### src/rtl/usoc_regs.vh
// Purpose: constants of the serial status and output configuration block
// Assumes: 8-bit register port with a 4-bit word address
// Notes: offsets are word indexes on the plain register port
`ifndef USOC_REGS_VH
`define USOC_REGS_VH

// register word addresses
`define USOC_A_MODE_A 4'h0
`define USOC_A_STAT_A 4'h1
`define USOC_A_CMD_A 4'h2
`define USOC_A_DATA_A 4'h3
`define USOC_A_EVT 4'h4
`define USOC_A_MASK 4'h5
`define USOC_A_INTST 4'h6
`define USOC_A_OPV 4'h7
`define USOC_A_MODE_B 4'h8
`define USOC_A_STAT_B 4'h9
`define USOC_A_CMD_B 4'ha
`define USOC_A_DATA_B 4'hb
`define USOC_A_PINCFG 4'hd

// mode register fields
`define USOC_MODE_FIFO8 3
`define USOC_MODE_BLK 5
`define USOC_MODE_RXINT 6

// command register fields
`define USOC_CMD_CODE 7:4
`define USOC_CMD_RX_RST 4'h2
`define USOC_CMD_TX_RST 4'h3
`define USOC_CMD_ERR_RST 4'h4
`define USOC_CMD_TX_EN 2
`define USOC_CMD_TX_DIS 3

// status register fields
`define USOC_ST_ERR 7:5
`define USOC_ST_OVR 4
`define USOC_ST_TXEMT 3
`define USOC_ST_TXRDY 2
`define USOC_ST_FULL 1
`define USOC_ST_RDY 0

// event register bits
`define USOC_EV_RDY_A 0
`define USOC_EV_OVR_A 1
`define USOC_EV_RDY_B 2
`define USOC_EV_OVR_B 3

// fifo depths and reset values
`define USOC_DEPTH_DEEP 16
`define USOC_DEPTH_COMPAT 8
`define USOC_BYTE_RST 8'h00
`define USOC_EVT_RST 4'h0

`endif

### src/rtl/usoc_top.v
// Purpose: dual channel status registers, output pin configuration and interrupt
// Assumes: one 20 MHz clock, synchronous active low reset, host port synchronous
// Notes: read data stand in the cycle after the read strobe only
`timescale 1ns/100ps
`include "usoc_regs.vh"

module usoc_top #(
    parameter DEPTH = `USOC_DEPTH_DEEP,
    parameter AW = 4
) (
    // clock and reset
    input wire I_MCLK,
    input wire I_RST_N,
    // register port
    input wire [3:0] I_ADDR,
    input wire [7:0] I_WDATA,
    input wire I_WR,
    input wire I_RD,
    output wire [7:0] O_RDATA,
    // channel A receive and transmit
    input wire I_RXA_VALID,
    input wire [7:0] I_RXA_DATA,
    input wire [2:0] I_RXA_ERR,
    input wire I_TXA_TAKE,
    output wire O_TXA_VALID,
    output wire [7:0] O_TXA_DATA,
    // channel B receive and transmit
    input wire I_RXB_VALID,
    input wire [7:0] I_RXB_DATA,
    input wire [2:0] I_RXB_ERR,
    input wire I_TXB_TAKE,
    output wire O_TXB_VALID,
    output wire [7:0] O_TXB_DATA,
    // general output pins
    output wire [7:0] O_OP_OUT,
    output wire [7:0] O_OP_OE_N,
    // interrupt
    output wire O_IRQ
);
    ////////////////////////////////////////////////////////////////////////////
    // registers

    reg [7:0] mode_a_q;
    reg [7:0] mode_b_q;
    reg [7:0] pin_cfg_q;
    reg [7:0] opv_q;
    reg [3:0] evt_q;
    reg [3:0] mask_q;
    reg [7:0] rdata_q;
    reg [7:0] op_out_q;
    reg [7:0] op_oen_q;
    reg irq_q;
    reg txa_vld_q;
    reg txb_vld_q;
    reg [7:0] txa_dat_q;
    reg [7:0] txb_dat_q;
    reg rdy_a_prev_q;
    reg rdy_b_prev_q;
    reg ovr_a_prev_q;
    reg ovr_b_prev_q;

    reg [7:0] rdata_d;
    reg [7:0] op_out_d;
    reg [7:0] op_oen_d;
    reg [3:0] evt_d;

    wire [7:0] st_a;
    wire [7:0] st_b;
    wire [7:0] rxa_dat;
    wire [7:0] rxb_dat;
    wire txa_vld;
    wire txb_vld;
    wire [7:0] txa_dat;
    wire [7:0] txb_dat;
    wire [7:0] int_st;

    ////////////////////////////////////////////////////////////////////////////
    // address decode and command strobes

    wire wr_cmd_a = I_WR & (I_ADDR == `USOC_A_CMD_A);
    wire wr_cmd_b = I_WR & (I_ADDR == `USOC_A_CMD_B);
    wire [3:0] code = I_WDATA[`USOC_CMD_CODE];
    wire rx_rst_a = wr_cmd_a & (code == `USOC_CMD_RX_RST);
    wire tx_rst_a = wr_cmd_a & (code == `USOC_CMD_TX_RST);
    wire err_rst_a = wr_cmd_a & (code == `USOC_CMD_ERR_RST);
    wire rx_rst_b = wr_cmd_b & (code == `USOC_CMD_RX_RST);
    wire tx_rst_b = wr_cmd_b & (code == `USOC_CMD_TX_RST);
    wire err_rst_b = wr_cmd_b & (code == `USOC_CMD_ERR_RST);
    wire tx_en_a = wr_cmd_a & I_WDATA[`USOC_CMD_TX_EN];
    wire tx_dis_a = wr_cmd_a & I_WDATA[`USOC_CMD_TX_DIS];
    wire tx_en_b = wr_cmd_b & I_WDATA[`USOC_CMD_TX_EN];
    wire tx_dis_b = wr_cmd_b & I_WDATA[`USOC_CMD_TX_DIS];
    wire rd_data_a = I_RD & (I_ADDR == `USOC_A_DATA_A);
    wire rd_data_b = I_RD & (I_ADDR == `USOC_A_DATA_B);
    wire wr_data_a = I_WR & (I_ADDR == `USOC_A_DATA_A);
    wire wr_data_b = I_WR & (I_ADDR == `USOC_A_DATA_B);

    ////////////////////////////////////////////////////////////////////////////
    // channels

    usoc_chan #(
        .DEPTH(DEPTH),
        .AW(AW)
    ) u_chan_a (
        .clk(I_MCLK),
        .rst_n(I_RST_N),
        .i_fifo8(mode_a_q[`USOC_MODE_FIFO8]),
        .i_blk_mode(mode_a_q[`USOC_MODE_BLK]),
        .i_rx_rst(rx_rst_a),
        .i_tx_rst(tx_rst_a),
        .i_err_rst(err_rst_a),
        .i_tx_en(tx_en_a),
        .i_tx_dis(tx_dis_a),
        .i_rx_valid(I_RXA_VALID),
        .i_rx_data(I_RXA_DATA),
        .i_rx_err(I_RXA_ERR),
        .i_rd(rd_data_a),
        .o_rx_data(rxa_dat),
        .i_wr(wr_data_a),
        .i_wdata(I_WDATA),
        .i_tx_take(I_TXA_TAKE),
        .o_tx_valid(txa_vld),
        .o_tx_data(txa_dat),
        .o_status(st_a)
    );

    // same layout as channel A, fed by the channel B receiver and transmitter
    usoc_chan #(
        .DEPTH(DEPTH),
        .AW(AW)
    ) u_chan_b (
        .clk(I_MCLK),
        .rst_n(I_RST_N),
        .i_fifo8(mode_b_q[`USOC_MODE_FIFO8]),
        .i_blk_mode(mode_b_q[`USOC_MODE_BLK]),
        .i_rx_rst(rx_rst_b),
        .i_tx_rst(tx_rst_b),
        .i_err_rst(err_rst_b),
        .i_tx_en(tx_en_b),
        .i_tx_dis(tx_dis_b),
        .i_rx_valid(I_RXB_VALID),
        .i_rx_data(I_RXB_DATA),
        .i_rx_err(I_RXB_ERR),
        .i_rd(rd_data_b),
        .o_rx_data(rxb_dat),
        .i_wr(wr_data_b),
        .i_wdata(I_WDATA),
        .i_tx_take(I_TXB_TAKE),
        .o_tx_valid(txb_vld),
        .o_tx_data(txb_dat),
        .o_status(st_b)
    );

    ////////////////////////////////////////////////////////////////////////////
    // interrupt status: receive bit shows full or ready depending on mode bit 6

    assign int_st[0] = st_a[`USOC_ST_TXRDY];
    assign int_st[1] = mode_a_q[`USOC_MODE_RXINT] ? st_a[`USOC_ST_FULL] : st_a[`USOC_ST_RDY];
    assign int_st[3:2] = 2'h0;
    assign int_st[4] = st_b[`USOC_ST_TXRDY];
    assign int_st[5] = mode_b_q[`USOC_MODE_RXINT] ? st_b[`USOC_ST_FULL] : st_b[`USOC_ST_RDY];
    assign int_st[7:6] = 2'h0;

    ////////////////////////////////////////////////////////////////////////////
    // writable registers

    always @(posedge I_MCLK) begin
        if (!I_RST_N) begin
            mode_a_q <= `USOC_BYTE_RST;
            mode_b_q <= `USOC_BYTE_RST;
            pin_cfg_q <= `USOC_BYTE_RST;
            opv_q <= `USOC_BYTE_RST;
            mask_q <= `USOC_EVT_RST;
        end else if (I_WR) begin
            case (I_ADDR)
                `USOC_A_MODE_A: begin
                    mode_a_q <= I_WDATA;
                end
                `USOC_A_MODE_B: begin
                    mode_b_q <= I_WDATA;
                end
                `USOC_A_PINCFG: begin
                    pin_cfg_q <= I_WDATA;
                end
                `USOC_A_OPV: begin
                    opv_q <= I_WDATA;
                end
                `USOC_A_MASK: begin
                    mask_q <= I_WDATA[3:0];
                end
                default: begin
                    mask_q <= mask_q;
                end
            endcase
        end
    end

    ////////////////////////////////////////////////////////////////////////////
    // sticky events, write one to clear, a new event wins over the clear

    always @* begin
        evt_d = evt_q;
        if (I_WR && (I_ADDR == `USOC_A_EVT)) begin
            evt_d = evt_q & ~I_WDATA[3:0];
        end
        evt_d[`USOC_EV_RDY_A] = evt_d[`USOC_EV_RDY_A] | (st_a[`USOC_ST_RDY] & ~rdy_a_prev_q);
        evt_d[`USOC_EV_OVR_A] = evt_d[`USOC_EV_OVR_A] | (st_a[`USOC_ST_OVR] & ~ovr_a_prev_q);
        evt_d[`USOC_EV_RDY_B] = evt_d[`USOC_EV_RDY_B] | (st_b[`USOC_ST_RDY] & ~rdy_b_prev_q);
        evt_d[`USOC_EV_OVR_B] = evt_d[`USOC_EV_OVR_B] | (st_b[`USOC_ST_OVR] & ~ovr_b_prev_q);
    end

    always @(posedge I_MCLK) begin
        if (!I_RST_N) begin
            evt_q <= `USOC_EVT_RST;
            irq_q <= 1'b0;
            rdy_a_prev_q <= 1'b0;
            rdy_b_prev_q <= 1'b0;
            ovr_a_prev_q <= 1'b0;
            ovr_b_prev_q <= 1'b0;
        end else begin
            evt_q <= evt_d;
            irq_q <= |(evt_d & mask_q);
            rdy_a_prev_q <= st_a[`USOC_ST_RDY];
            rdy_b_prev_q <= st_b[`USOC_ST_RDY];
            ovr_a_prev_q <= st_a[`USOC_ST_OVR];
            ovr_b_prev_q <= st_b[`USOC_ST_OVR];
        end
    end

    ////////////////////////////////////////////////////////////////////////////
    // read path, data valid in the cycle after the strobe

    always @* begin
        case (I_ADDR)
            `USOC_A_MODE_A: begin
                rdata_d = mode_a_q;
            end
            `USOC_A_STAT_A: begin
                rdata_d = st_a;
            end
            `USOC_A_DATA_A: begin
                rdata_d = rxa_dat;
            end
            `USOC_A_EVT: begin
                rdata_d = {4'h0, evt_q};
            end
            `USOC_A_MASK: begin
                rdata_d = {4'h0, mask_q};
            end
            `USOC_A_INTST: begin
                rdata_d = int_st;
            end
            `USOC_A_OPV: begin
                rdata_d = opv_q;
            end
            `USOC_A_MODE_B: begin
                rdata_d = mode_b_q;
            end
            `USOC_A_STAT_B: begin
                rdata_d = st_b;
            end
            `USOC_A_DATA_B: begin
                rdata_d = rxb_dat;
            end
            `USOC_A_PINCFG: begin
                rdata_d = pin_cfg_q;
            end
            default: begin
                rdata_d = `USOC_BYTE_RST;
            end
        endcase
    end

    ////////////////////////////////////////////////////////////////////////////
    // output pins: inverse of the port value, or open drain interrupt status

    always @* begin
        op_out_d = ~opv_q;
        op_oen_d = 8'h00;
        if (pin_cfg_q[7]) begin
            op_out_d[7] = 1'b0;
            op_oen_d[7] = ~int_st[4];
        end
        if (pin_cfg_q[6]) begin
            op_out_d[6] = 1'b0;
            op_oen_d[6] = ~int_st[0];
        end
        if (pin_cfg_q[5]) begin
            op_out_d[5] = 1'b0;
            op_oen_d[5] = ~int_st[5];
        end
        if (pin_cfg_q[4]) begin
            op_out_d[4] = 1'b0;
            op_oen_d[4] = ~int_st[1];
        end
    end

    always @(posedge I_MCLK) begin
        if (!I_RST_N) begin
            rdata_q <= `USOC_BYTE_RST;
            op_out_q <= 8'hff;
            op_oen_q <= 8'h00;
            txa_vld_q <= 1'b0;
            txb_vld_q <= 1'b0;
            txa_dat_q <= `USOC_BYTE_RST;
            txb_dat_q <= `USOC_BYTE_RST;
        end else begin
            rdata_q <= I_RD ? rdata_d : `USOC_BYTE_RST;
            op_out_q <= op_out_d;
            op_oen_q <= op_oen_d;
            txa_vld_q <= txa_vld & ~I_TXA_TAKE;
            txb_vld_q <= txb_vld & ~I_TXB_TAKE;
            txa_dat_q <= txa_dat;
            txb_dat_q <= txb_dat;
        end
    end

    assign O_RDATA = rdata_q;
    assign O_OP_OUT = op_out_q;
    assign O_OP_OE_N = op_oen_q;
    assign O_IRQ = irq_q;
    assign O_TXA_VALID = txa_vld_q;
    assign O_TXA_DATA = txa_dat_q;
    assign O_TXB_VALID = txb_vld_q;
    assign O_TXB_DATA = txb_dat_q;
endmodule // usoc_top

### src/rtl/usoc_chan.v
// Purpose: one serial channel: receive FIFO with error bits, transmit FIFO, status
// Assumes: characters arrive from the receive shift logic as one-cycle pulses
// Notes: the first character past a full FIFO is held in a one-character shift stage, later ones are dropped
`timescale 1ns/100ps
`include "usoc_regs.vh"

module usoc_chan #(
    parameter DEPTH = `USOC_DEPTH_DEEP,
    parameter AW = 4
) (
    // clock and reset
    input wire clk,
    input wire rst_n,
    // configuration and commands
    input wire i_fifo8,
    input wire i_blk_mode,
    input wire i_rx_rst,
    input wire i_tx_rst,
    input wire i_err_rst,
    input wire i_tx_en,
    input wire i_tx_dis,
    // receive side
    input wire i_rx_valid,
    input wire [7:0] i_rx_data,
    input wire [2:0] i_rx_err,
    input wire i_rd,
    output wire [7:0] o_rx_data,
    // transmit side
    input wire i_wr,
    input wire [7:0] i_wdata,
    input wire i_tx_take,
    output wire o_tx_valid,
    output wire [7:0] o_tx_data,
    // status
    output wire [7:0] o_status
);
    localparam [AW:0] LIM_DEEP = DEPTH;
    localparam [AW:0] LIM_COMPAT = `USOC_DEPTH_COMPAT;
    localparam [AW:0] ONE = 1;
    localparam [AW:0] ZERO = 0;

    reg [7:0] rx_mem [0:DEPTH-1];
    reg [2:0] rx_err [0:DEPTH-1];
    reg [7:0] tx_mem [0:DEPTH-1];
    reg [AW-1:0] rx_wp_q, rx_rp_q, tx_wp_q, tx_rp_q;
    reg [AW:0] rx_cnt_q, tx_cnt_q;
    reg sh_vld_q, full_q, rdy_q, ovr_q, tx_en_q;
    reg [7:0] sh_dat_q;
    reg [2:0] sh_err_q, blk_q;
    integer k;

    wire [AW:0] lim = i_fifo8 ? LIM_COMPAT : LIM_DEEP;
    wire rx_pop = i_rd & (rx_cnt_q != ZERO);
    wire is_full = (rx_cnt_q == lim);
    wire push = (sh_vld_q & rx_pop) | (i_rx_valid & ~sh_vld_q & (~is_full | rx_pop));
    wire [7:0] push_dat = sh_vld_q ? sh_dat_q : i_rx_data;
    wire [2:0] push_err = sh_vld_q ? sh_err_q : i_rx_err;
    wire ovr_ev = i_rx_valid & sh_vld_q & ~rx_pop;
    wire [AW:0] rx_cnt_d = rx_cnt_q + (push ? ONE : ZERO) - (rx_pop ? ONE : ZERO);
    wire tx_push = i_wr & tx_en_q & (tx_cnt_q < lim);
    wire tx_pop = i_tx_take & (tx_cnt_q != ZERO);

    ////////////////////////////////////////////////////////////////////////////
    // receive FIFO and shift stage
    always @(posedge clk) begin
        if (!rst_n || i_rx_rst) begin
            rx_wp_q <= {AW{1'b0}};
            rx_rp_q <= {AW{1'b0}};
            rx_cnt_q <= ZERO;
            sh_vld_q <= 1'b0;
            sh_dat_q <= `USOC_BYTE_RST;
            sh_err_q <= 3'h0;
            full_q <= 1'b0;
            rdy_q <= 1'b0;
        end else begin
            if (i_err_rst && !i_blk_mode) begin
                for (k = 0; k < DEPTH; k = k + 1) begin
                    rx_err[k] <= 3'h0;
                end
            end
            if (push) begin
                rx_mem[rx_wp_q] <= push_dat;
                rx_err[rx_wp_q] <= push_err;
                rx_wp_q <= (rx_wp_q + ONE[AW-1:0]) & (lim[AW-1:0] - ONE[AW-1:0]);
            end
            if (rx_pop) begin
                rx_rp_q <= (rx_rp_q + ONE[AW-1:0]) & (lim[AW-1:0] - ONE[AW-1:0]);
            end
            if (sh_vld_q && rx_pop) begin
                sh_vld_q <= i_rx_valid;
                sh_dat_q <= i_rx_data;
                sh_err_q <= i_rx_err;
            end else if (!sh_vld_q && i_rx_valid && is_full && !rx_pop) begin
                sh_vld_q <= 1'b1;
                sh_dat_q <= i_rx_data;
                sh_err_q <= i_rx_err;
            end
            rx_cnt_q <= rx_cnt_d;
            full_q <= (rx_cnt_d == lim);
            rdy_q <= (rx_cnt_d != ZERO);
        end
    end

    ////////////////////////////////////////////////////////////////////////////
    // overrun and block error accumulation, set wins over clear
    always @(posedge clk) begin
        if (!rst_n) begin
            ovr_q <= 1'b0;
            blk_q <= 3'h0;
        end else begin
            ovr_q <= (ovr_q & ~i_err_rst) | ovr_ev;
            blk_q <= ((i_err_rst | i_rx_rst) ? 3'h0 : blk_q) | (push ? push_err : 3'h0);
        end
    end

    ////////////////////////////////////////////////////////////////////////////
    // transmit FIFO
    always @(posedge clk) begin
        if (!rst_n || i_tx_rst) begin
            tx_wp_q <= {AW{1'b0}};
            tx_rp_q <= {AW{1'b0}};
            tx_cnt_q <= ZERO;
            tx_en_q <= 1'b0;
        end else begin
            if (i_tx_dis) begin
                tx_en_q <= 1'b0;
            end else if (i_tx_en) begin
                tx_en_q <= 1'b1;
            end
            if (tx_push) begin
                tx_mem[tx_wp_q] <= i_wdata;
                tx_wp_q <= (tx_wp_q + ONE[AW-1:0]) & (lim[AW-1:0] - ONE[AW-1:0]);
            end
            if (tx_pop) begin
                tx_rp_q <= (tx_rp_q + ONE[AW-1:0]) & (lim[AW-1:0] - ONE[AW-1:0]);
            end
            tx_cnt_q <= tx_cnt_q + (tx_push ? ONE : ZERO) - (tx_pop ? ONE : ZERO);
        end
    end

    assign o_rx_data = rx_mem[rx_rp_q];
    assign o_tx_valid = tx_cnt_q != ZERO;
    assign o_tx_data = tx_mem[tx_rp_q];
    assign o_status[`USOC_ST_ERR] = i_blk_mode ? blk_q : (rdy_q ? rx_err[rx_rp_q] : 3'h0);
    assign o_status[`USOC_ST_OVR] = ovr_q;
    assign o_status[`USOC_ST_TXEMT] = tx_en_q & (tx_cnt_q == ZERO);
    assign o_status[`USOC_ST_TXRDY] = tx_en_q & (tx_cnt_q < lim);
    assign o_status[`USOC_ST_FULL] = full_q;
    assign o_status[`USOC_ST_RDY] = rdy_q;
endmodule // usoc_chan

### config.mk
export PLATFORM = sky130hd
export DESIGN_NAME = usoc_top
export DESIGN_NICKNAME = d
export VERILOG_FILES = /design/src/rtl/usoc_top.v /design/src/rtl/usoc_chan.v
export VERILOG_INCLUDE_DIRS = /design/src /design/src/rtl
export SDC_FILE = /design/constraint.sdc
export NUM_CORES = 1
export LEC_CHECK = 0
export BUFFER_PORTS_ARGS = -buffer_cell sky130_fd_sc_hd__buf_2
export CAP_MARGIN = 20
export CORE_MARGIN = 10
export CORE_UTILIZATION = 62
export DETAILED_ROUTE_END_ITERATION = 16
export GPL_ROUTABILITY_DRIVEN = 1
export HOLD_SLACK_MARGIN = 0.02
export PLACE_DENSITY = 0.79
export SYNTH_ARGS = -nofsm -noshare
export SYNTH_HDL_FRONTEND = slang
export SYNTH_SLANG_ARGS = --single-unit
### constraint.sdc
create_clock -name I_MCLK -period 4.4 [get_ports I_MCLK]
set_input_delay 0.66 -clock I_MCLK [delete_from_list [all_inputs] [get_ports I_MCLK]]
set_output_delay 0.66 -clock I_MCLK [all_outputs]
set_load 0.02 [all_outputs]
==> results.json, run 1 <==
{
  "io_buffers": 80,
  "slew_headroom": 0.3038,
  "fin_setup_tns_ps": 0,
  "via_per_inst": 6.481,
  "antenna_found_initial": 7,
  "worst_path_largest_cell_delay_ps": 440,
  "clock_sinks": 789,
  "wl_per_cell_um": 25.31,
  "synth_area_per_cell_um2": 15.53,
  "routed_wl_mm": 74.89,
  "vias": 19177,
  "drt_pre_antenna_iters": 6,
  "syn-cell-area_um2": 32960,
  "crit_slowest_cell": "fa_1",
  "setup_viol": 0,
  "switchingPower_w": 0.004746,
  "cp.arrival_ps": 4420,
  "place_congestion": 0.9266,
  "grt.total_usage": 0.2372,
  "intPower_w": 0.01379,
  "final_common_cell": "edfxtp_1",
  "hpwlAfterDp_mm": 48.68,
  "drive_above_1_share": 0.2186,
  "drc": 0,
  "powerDensity_nw_per_um2": 503.3,
  "nets": 2294,
  "synth_cells": 2122,
  "worstMarginPinSlew_ps": 1038,
  "pwr-share-clk": 0.374,
  "grt_overflow_total": 0,
  "cts_setup_buffers": 0,
  "finalPower_w": 0.01854,
  "hold_buffers": 0,
  "hold_violations": 0,
  "synth-edff-count": 608,
  "rsz0062_at_grt": "no",
  "ys_ff_latch": 789,
  "hold_path.class": "input port to flip-flop",
  "ir_drop_mv": 0.4088,
  "slew_violations": 0,
  "die_y_um": 250.6,
  "worstPathRequired_ps": 4950,
  "yosysWarnings": 0,
  "worstSetupStartpointType": "flip-flop",
  "clkLatencyLatePin_ps": 630,
  "ys_seq_area_frac": 0.6638,
  "row_count": 84,
  "ctsResizeCount": 0,
  "grt_max_degree": 70,
  "area_growth_pct": 11.73,
  "synth_ff_type": "edfxtp_1",
  "ctsHtreeMaxLevel": 3,
  "post-route-period-util": 0.8796,
  "fillCellCount": 3295,
  "mostFrequentLayoutCells": "edfxtp_1 (608), dfxtp_1 (174), mux4_2 (173)",
  "dieArea_um2": 62790,
  "drv_cap": 0,
  "drtAntennaViolNets": 0,
  "path_cells": "inv_1 > ha_1 > nor4b_1 > or3_1 > o21ai_1 > nand2_1 > buf_4 > inv_1 > ha_1 > fa_1 > a21oi_1 > o21bai_1 > xnor2_1 > or3_1 > a21oi_1",
  "cp-end-kind": "flip-flop",
  "max_freq_mhz": 258.4,
  "drt_iter0_markers": 2389,
  "cts_made_buffers": 79,
  "clk_pin_slew_ps": 60,
  "finalClockSkew_ps": 28.77,
  "grt_pass1_wl_mm": 115.4,
  "synth_cell_types": 78,
  "switching_share": 0.2560,
  "seqPwrFrac": 0.471,
  "core_area_um2": 52550,
  "cp_max_fo": 22,
  "min_period_ps": 3870,
  "outcome": "finished, final reports clean",
  "multiInputGateArea_um2": 10270,
  "grt_pass1_vias": 18987,
  "power_frac_comb": 0.154,
  "cts_root_buf": "clkbuf_16",
  "crit_type": "flip-flop to flip-flop",
  "power_leakage_nw": 12.09,
  "synthArstFlopShare": 0,
  "cts_tree": "yes",
  "regArea_um2": 21890,
  "ios": 85,
  "die_w_um": 250.6,
  "clockBufferDepth": 3,
  "start_util": 0.6273
}
[critical path: cells and delay by family, from the launching register on]
kind	cells	cell delay [ps]
AND/OR/NAND/NOR	4	1290
adder cells (fa/ha/maj)	3	830
AO/OA/AOI/OAI	4	720
buffers and inverters	3	430
flip-flops	1	340
XOR/XNOR	1	180
[cell families after synthesis]
| group | share of synthesized area |
|---|---|
| compound gates | 0.03834 |
| mux | 0.1540 |
| fa+ha+maj | 0.01951 |
| other cells | 0.0001138 |
| xor+xnor | 0.007440 |
| simple gates | 0.09121 |
| flops | 0.6638 |
| buf+inv | 0.02558 |
[synthesized netlist by cell type (all sizes together) (5+ instances only)]
cell type / number / area share
edfxtp: 608 / 0.55
dfxtp: 181 / 0.11
mux4: 173 / 0.12
nor2: 143 / 0.016
nor3: 99 / 0.016
mux2i: 92 / 0.028
clkbuf: 87 / 0.0099
nand2: 76 / 0.0087
inv: 69 / 0.0079
a21oi: 53 / 0.0080
nor2b: 53 / 0.010
o21ai: 51 / 0.0077
buf: 50 / 0.0078
nand3: 46 / 0.0070
and2: 45 / 0.0085
ha: 45 / 0.017
mux2: 23 / 0.0079
xnor2: 16 / 0.0043
a31oi: 15 / 0.0028
or3: 14 / 0.0027
nand2b: 13 / 0.0025
xor2: 12 / 0.0032
or4: 11 / 0.0026
nor4: 9 / 0.0017
a21boi: 8 / 0.0018
and3: 8 / 0.0015
nor3b: 8 / 0.0018
nor4b: 8 / 0.0021
nand3b: 7 / 0.0016
a2111oi: 6 / 0.0025
a21o: 6 / 0.0014
o31ai: 6 / 0.0015
a41oi: 5 / 0.0013
nand4: 5 / 0.00095
nand4b: 5 / 0.0015
[power by group through the flow]
| stage | clock network [W] | registers [W] | logic (W) |
|---|---|---|---|
| 5_1_grt | 0.00732 | 0.00879 | 0.00311 |
| 3_5_place_dp | 0 | 0.00890 | 0.00284 |
| 3_3_place_gp | 0 | 0.00889 | 0.00271 |
| 4_1_cts | 0.00702 | 0.00874 | 0.00287 |
| 6_report | 0.00694 | 0.00874 | 0.00286 |
| 2_1_floorplan | 0 | 0.00871 | 0.00218 |
[worst paths after layout]
path	slack, ps	cells past startpoint	end	from
worst min register to register	470	1	O_OP_OUT[3]	opv_q[3]
worst min-delay path	220	2	O_TXB_VALID	I_TXB_TAKE
worst max-delay path	530	15	u_chan_b.full_q	u_chan_b.rx_cnt_q[2]
worst max register to register	530	15	u_chan_b.full_q	u_chan_b.rx_cnt_q[2]
[layer usage]
metal | vias to the layer above | part of all wire | global-route usage
met5 | - | 0.00056 | 0
met1 | 9751 | 0.39 | 0.3139
met4 | 8 | 0.030 | 0.07315
li1 | 8296 | - | -
met2 | 964 | 0.49 | 0.3875
met3 | 158 | 0.084 | 0.05276
[sequential cells by signal, indices dropped and copies added, names as in the netlist, 48 cells and up, named ones only]
name / count
u_chan_b.rx_err: 48
u_chan_b.rx_mem: 128
u_chan_a.rx_mem: 128
u_chan_b.tx_mem: 128
u_chan_a.tx_mem: 128
u_chan_a.rx_err: 48
[layout make-up]
cell class	instances	share of cell area
antenna	2	0.0001359
clock buffer	109	0.06176
clock inverter	38	0.01230
inverter	69	0.007032
multi-input combinational	1130	0.2790
sequential	789	0.5943
tap	688	0.02337
timing repair buffer	134	0.02208
[stage by stage]
stage / worst slack, ps / hold WS (ps) / util / cell area [um^2] / instances
floorplan: 955.2 / 365.8 / - / 32970 / 2125
global placement: 699.4 / 423.3 / 0.6486 / 34080 / 2809
detailed placement: 578.3 / 426.3 / 0.6489 / 34100 / 2810
CTS: 561.6 / 199.3 / 0.7008 / 36830 / 2957
global route: 169.3 / 191.5 / 0.7008 / 36830 / 2958
finish: 529.7 / 223.3 / 0.7009 / 36830 / 2959
Note: power is estimated with default switching activity, not from simulation.
==> run 2, diff against run 1 <==
--- a/config.mk
+++ b/config.mk
@@ -12,6 +12,7 @@
 export CORE_UTILIZATION = 62
 export DETAILED_ROUTE_END_ITERATION = 16
 export GPL_ROUTABILITY_DRIVEN = 1
+export GPL_TIMING_DRIVEN = 0
 export HOLD_SLACK_MARGIN = 0.02
 export PLACE_DENSITY = 0.79
 export SYNTH_ARGS = -nofsm -noshare
==> results.json, run 2 (same netlist as run 1, synthesis figures left out) <==
{
  "top_layer": "met5",
  "start_util": 0.6273,
  "cp-startpoint": "mode_b_q[3]",
  "wl_per_cell_um": 26.40,
  "instances_no_fill": 3040,
  "hold_start": "I_TXB_TAKE",
  "reg2reg_depth": 13,
  "die_y_um": 250.6,
  "drv_cap": 0,
  "outcome": "finished, final reports clean",
  "path_depth": 13,
  "drive_above_1_share": 0.1969,
  "crit_type": "flip-flop to flip-flop",
  "min_period_ps": 4102,
  "powerDensity_nw_per_um2": 496.1,
  "slew_headroom": 0.2715,
  "vias": 19683,
  "final_common_cell": "edfxtp_1",
  "ios": 85,
  "pre_cts_ws_ps": 152.4,
  "worstSetupStartpointType": "flip-flop",
  "slew_violations": 0,
  "finalClockSkew_ps": 29.18,
  "drc": 0,
  "fin_setup_tns_ps": 0,
  "nets": 2380,
  "cts_made_buffers": 78,
  "antenna_found_initial": 5,
  "grt_pass1_wl_mm": 122.3,
  "dieArea_um2": 62790,
  "worst-path-buf-inv": 2,
  "setup_viol": 0,
  "worst_path_largest_cell_delay_ps": 650,
  "grt_pass1_vias": 19704,
  "reg2reg_from": "mode_b_q[3]",
  "power_leakage_nw": 11.99,
  "row_count": 84,
  "clkLatencyLatePin_ps": 630,
  "mostFrequentLayoutCells": "edfxtp_1 (608), dfxtp_1 (181), mux4_2 (173)",
  "regArea_um2": 21880,
  "cts_tree": "yes",
  "io_buffers": 79,
  "post-route-period-util": 0.9322,
  "grt_max_degree": 41,
  "rsz0062_at_grt": "no",
  "multiInputGateArea_um2": 10270,
  "grt.total_usage": 0.2542,
  "area_growth_pct": 11.76,
  "drt_iter0_markers": 2334,
  "dr_wl_met2_mm": 39.42,
  "clk_pin_slew_ps": 60,
  "route.met3.wl_mm": 6.725,
  "fillCellCount": 3335,
  "cts_root_buf": "clkbuf_16",
  "place_congestion": 0.9686,
  "hpwlAfterDp_mm": 53.22,
  "placed_cells": 2895,
  "hold_violations": 0,
  "worst_slack_ps": 298.2,
  "diodes": 0,
  "core_area_um2": 52550,
  "die_w_um": 250.6,
  "max_freq_mhz": 243.8,
  "wl_met1_mm": 31.82,
  "drtAntennaViolNets": 0,
  "path_cells": "or3b_2 > a2111oi_2 > o21ai_1 > nand2_1 > buf_2 > inv_1 > ha_1 > fa_1 > a21oi_1 > o21bai_1 > xnor2_1 > or3_1 > a21oi_1",
  "cts_setup_buffers": 0,
  "cp-end-kind": "flip-flop",
  "cp.arrival_ps": 4640,
  "worstPathRequired_ps": 4940,
  "ir_drop_mv": 0.2989,
  "crit_slowest_cell": "a2111oi_2",
  "clockBufferDepth": 3,
  "hold_buffers": 0,
  "hold_depth": 2,
  "timing.critical_path.mode_cell": "a21oi_1",
  "finalPower_w": 0.01828,
  "cp_max_fo": 10,
  "ctsResizeCount": 0,
  "worstMarginPinSlew_ps": 1084,
  "via_per_inst": 6.475,
  "cpLargestDelayFamily": "compound AO/OA/AOI/OAI gates",
  "grt_overflow_total": 0,
  "routed_wl_mm": 80.26,
  "drt_pre_antenna_iters": 8,
  "ctsHtreeMaxLevel": 3,
  "clock_sinks": 789,
  "hold_path.class": "input port to flip-flop"
}
## run 2: final cells by class
class,count,share of cell area
buffer,137,0.01586
multi-input combinational,1130,0.2789
timing repair buffer,84,0.01182
sequential,789,0.5940
tap,688,0.02337
inverter,69,0.007031
clock inverter,37,0.009883
clock buffer,106,0.05917
## run 2: per-layer routing
| metal | vias up | track usage |
|---|---|---|
| met1 | 10047 | 0.3440 |
| met4 | 6 | 0.08262 |
| met5 | - | 0 |
| met3 | 156 | 0.04883 |
| li1 | 8486 | - |
| met2 | 988 | 0.4108 |
## run 2: metrics by stage
step,instance area [um^2],hold slack [ps],utilization
after global placement,34230,406.6,0.6514
after global routing,36840,249.7,0.7010
after detailed placement,34280,425.4,0.6522
after CTS,36820,248.2,0.7006
after floorplan,32970,365.8,-
final,36840,276.0,0.7010
## run 2: path summary, 6_finish.rpt
| kind | end | slack, ps |
|---|---|---|
| min reg2reg | O_OP_OUT[0] | 450 |
| max reg2reg | u_chan_b.full_q | 300 |
| max | u_chan_b.full_q | 300 |
| min | O_TXB_VALID | 280 |
## run 2: where the power goes
| group | internal, W | total (W) | switching, W |
|---|---|---|---|
| clock network | 0.00384 | 0.00662 | 0.00278 |
| logic | 0.00128 | 0.00308 | 0.00180 |
| registers | 0.00838 | 0.00858 | 0.000195 |
| total | 0.0135 | 0.0183 | 0.00477 |
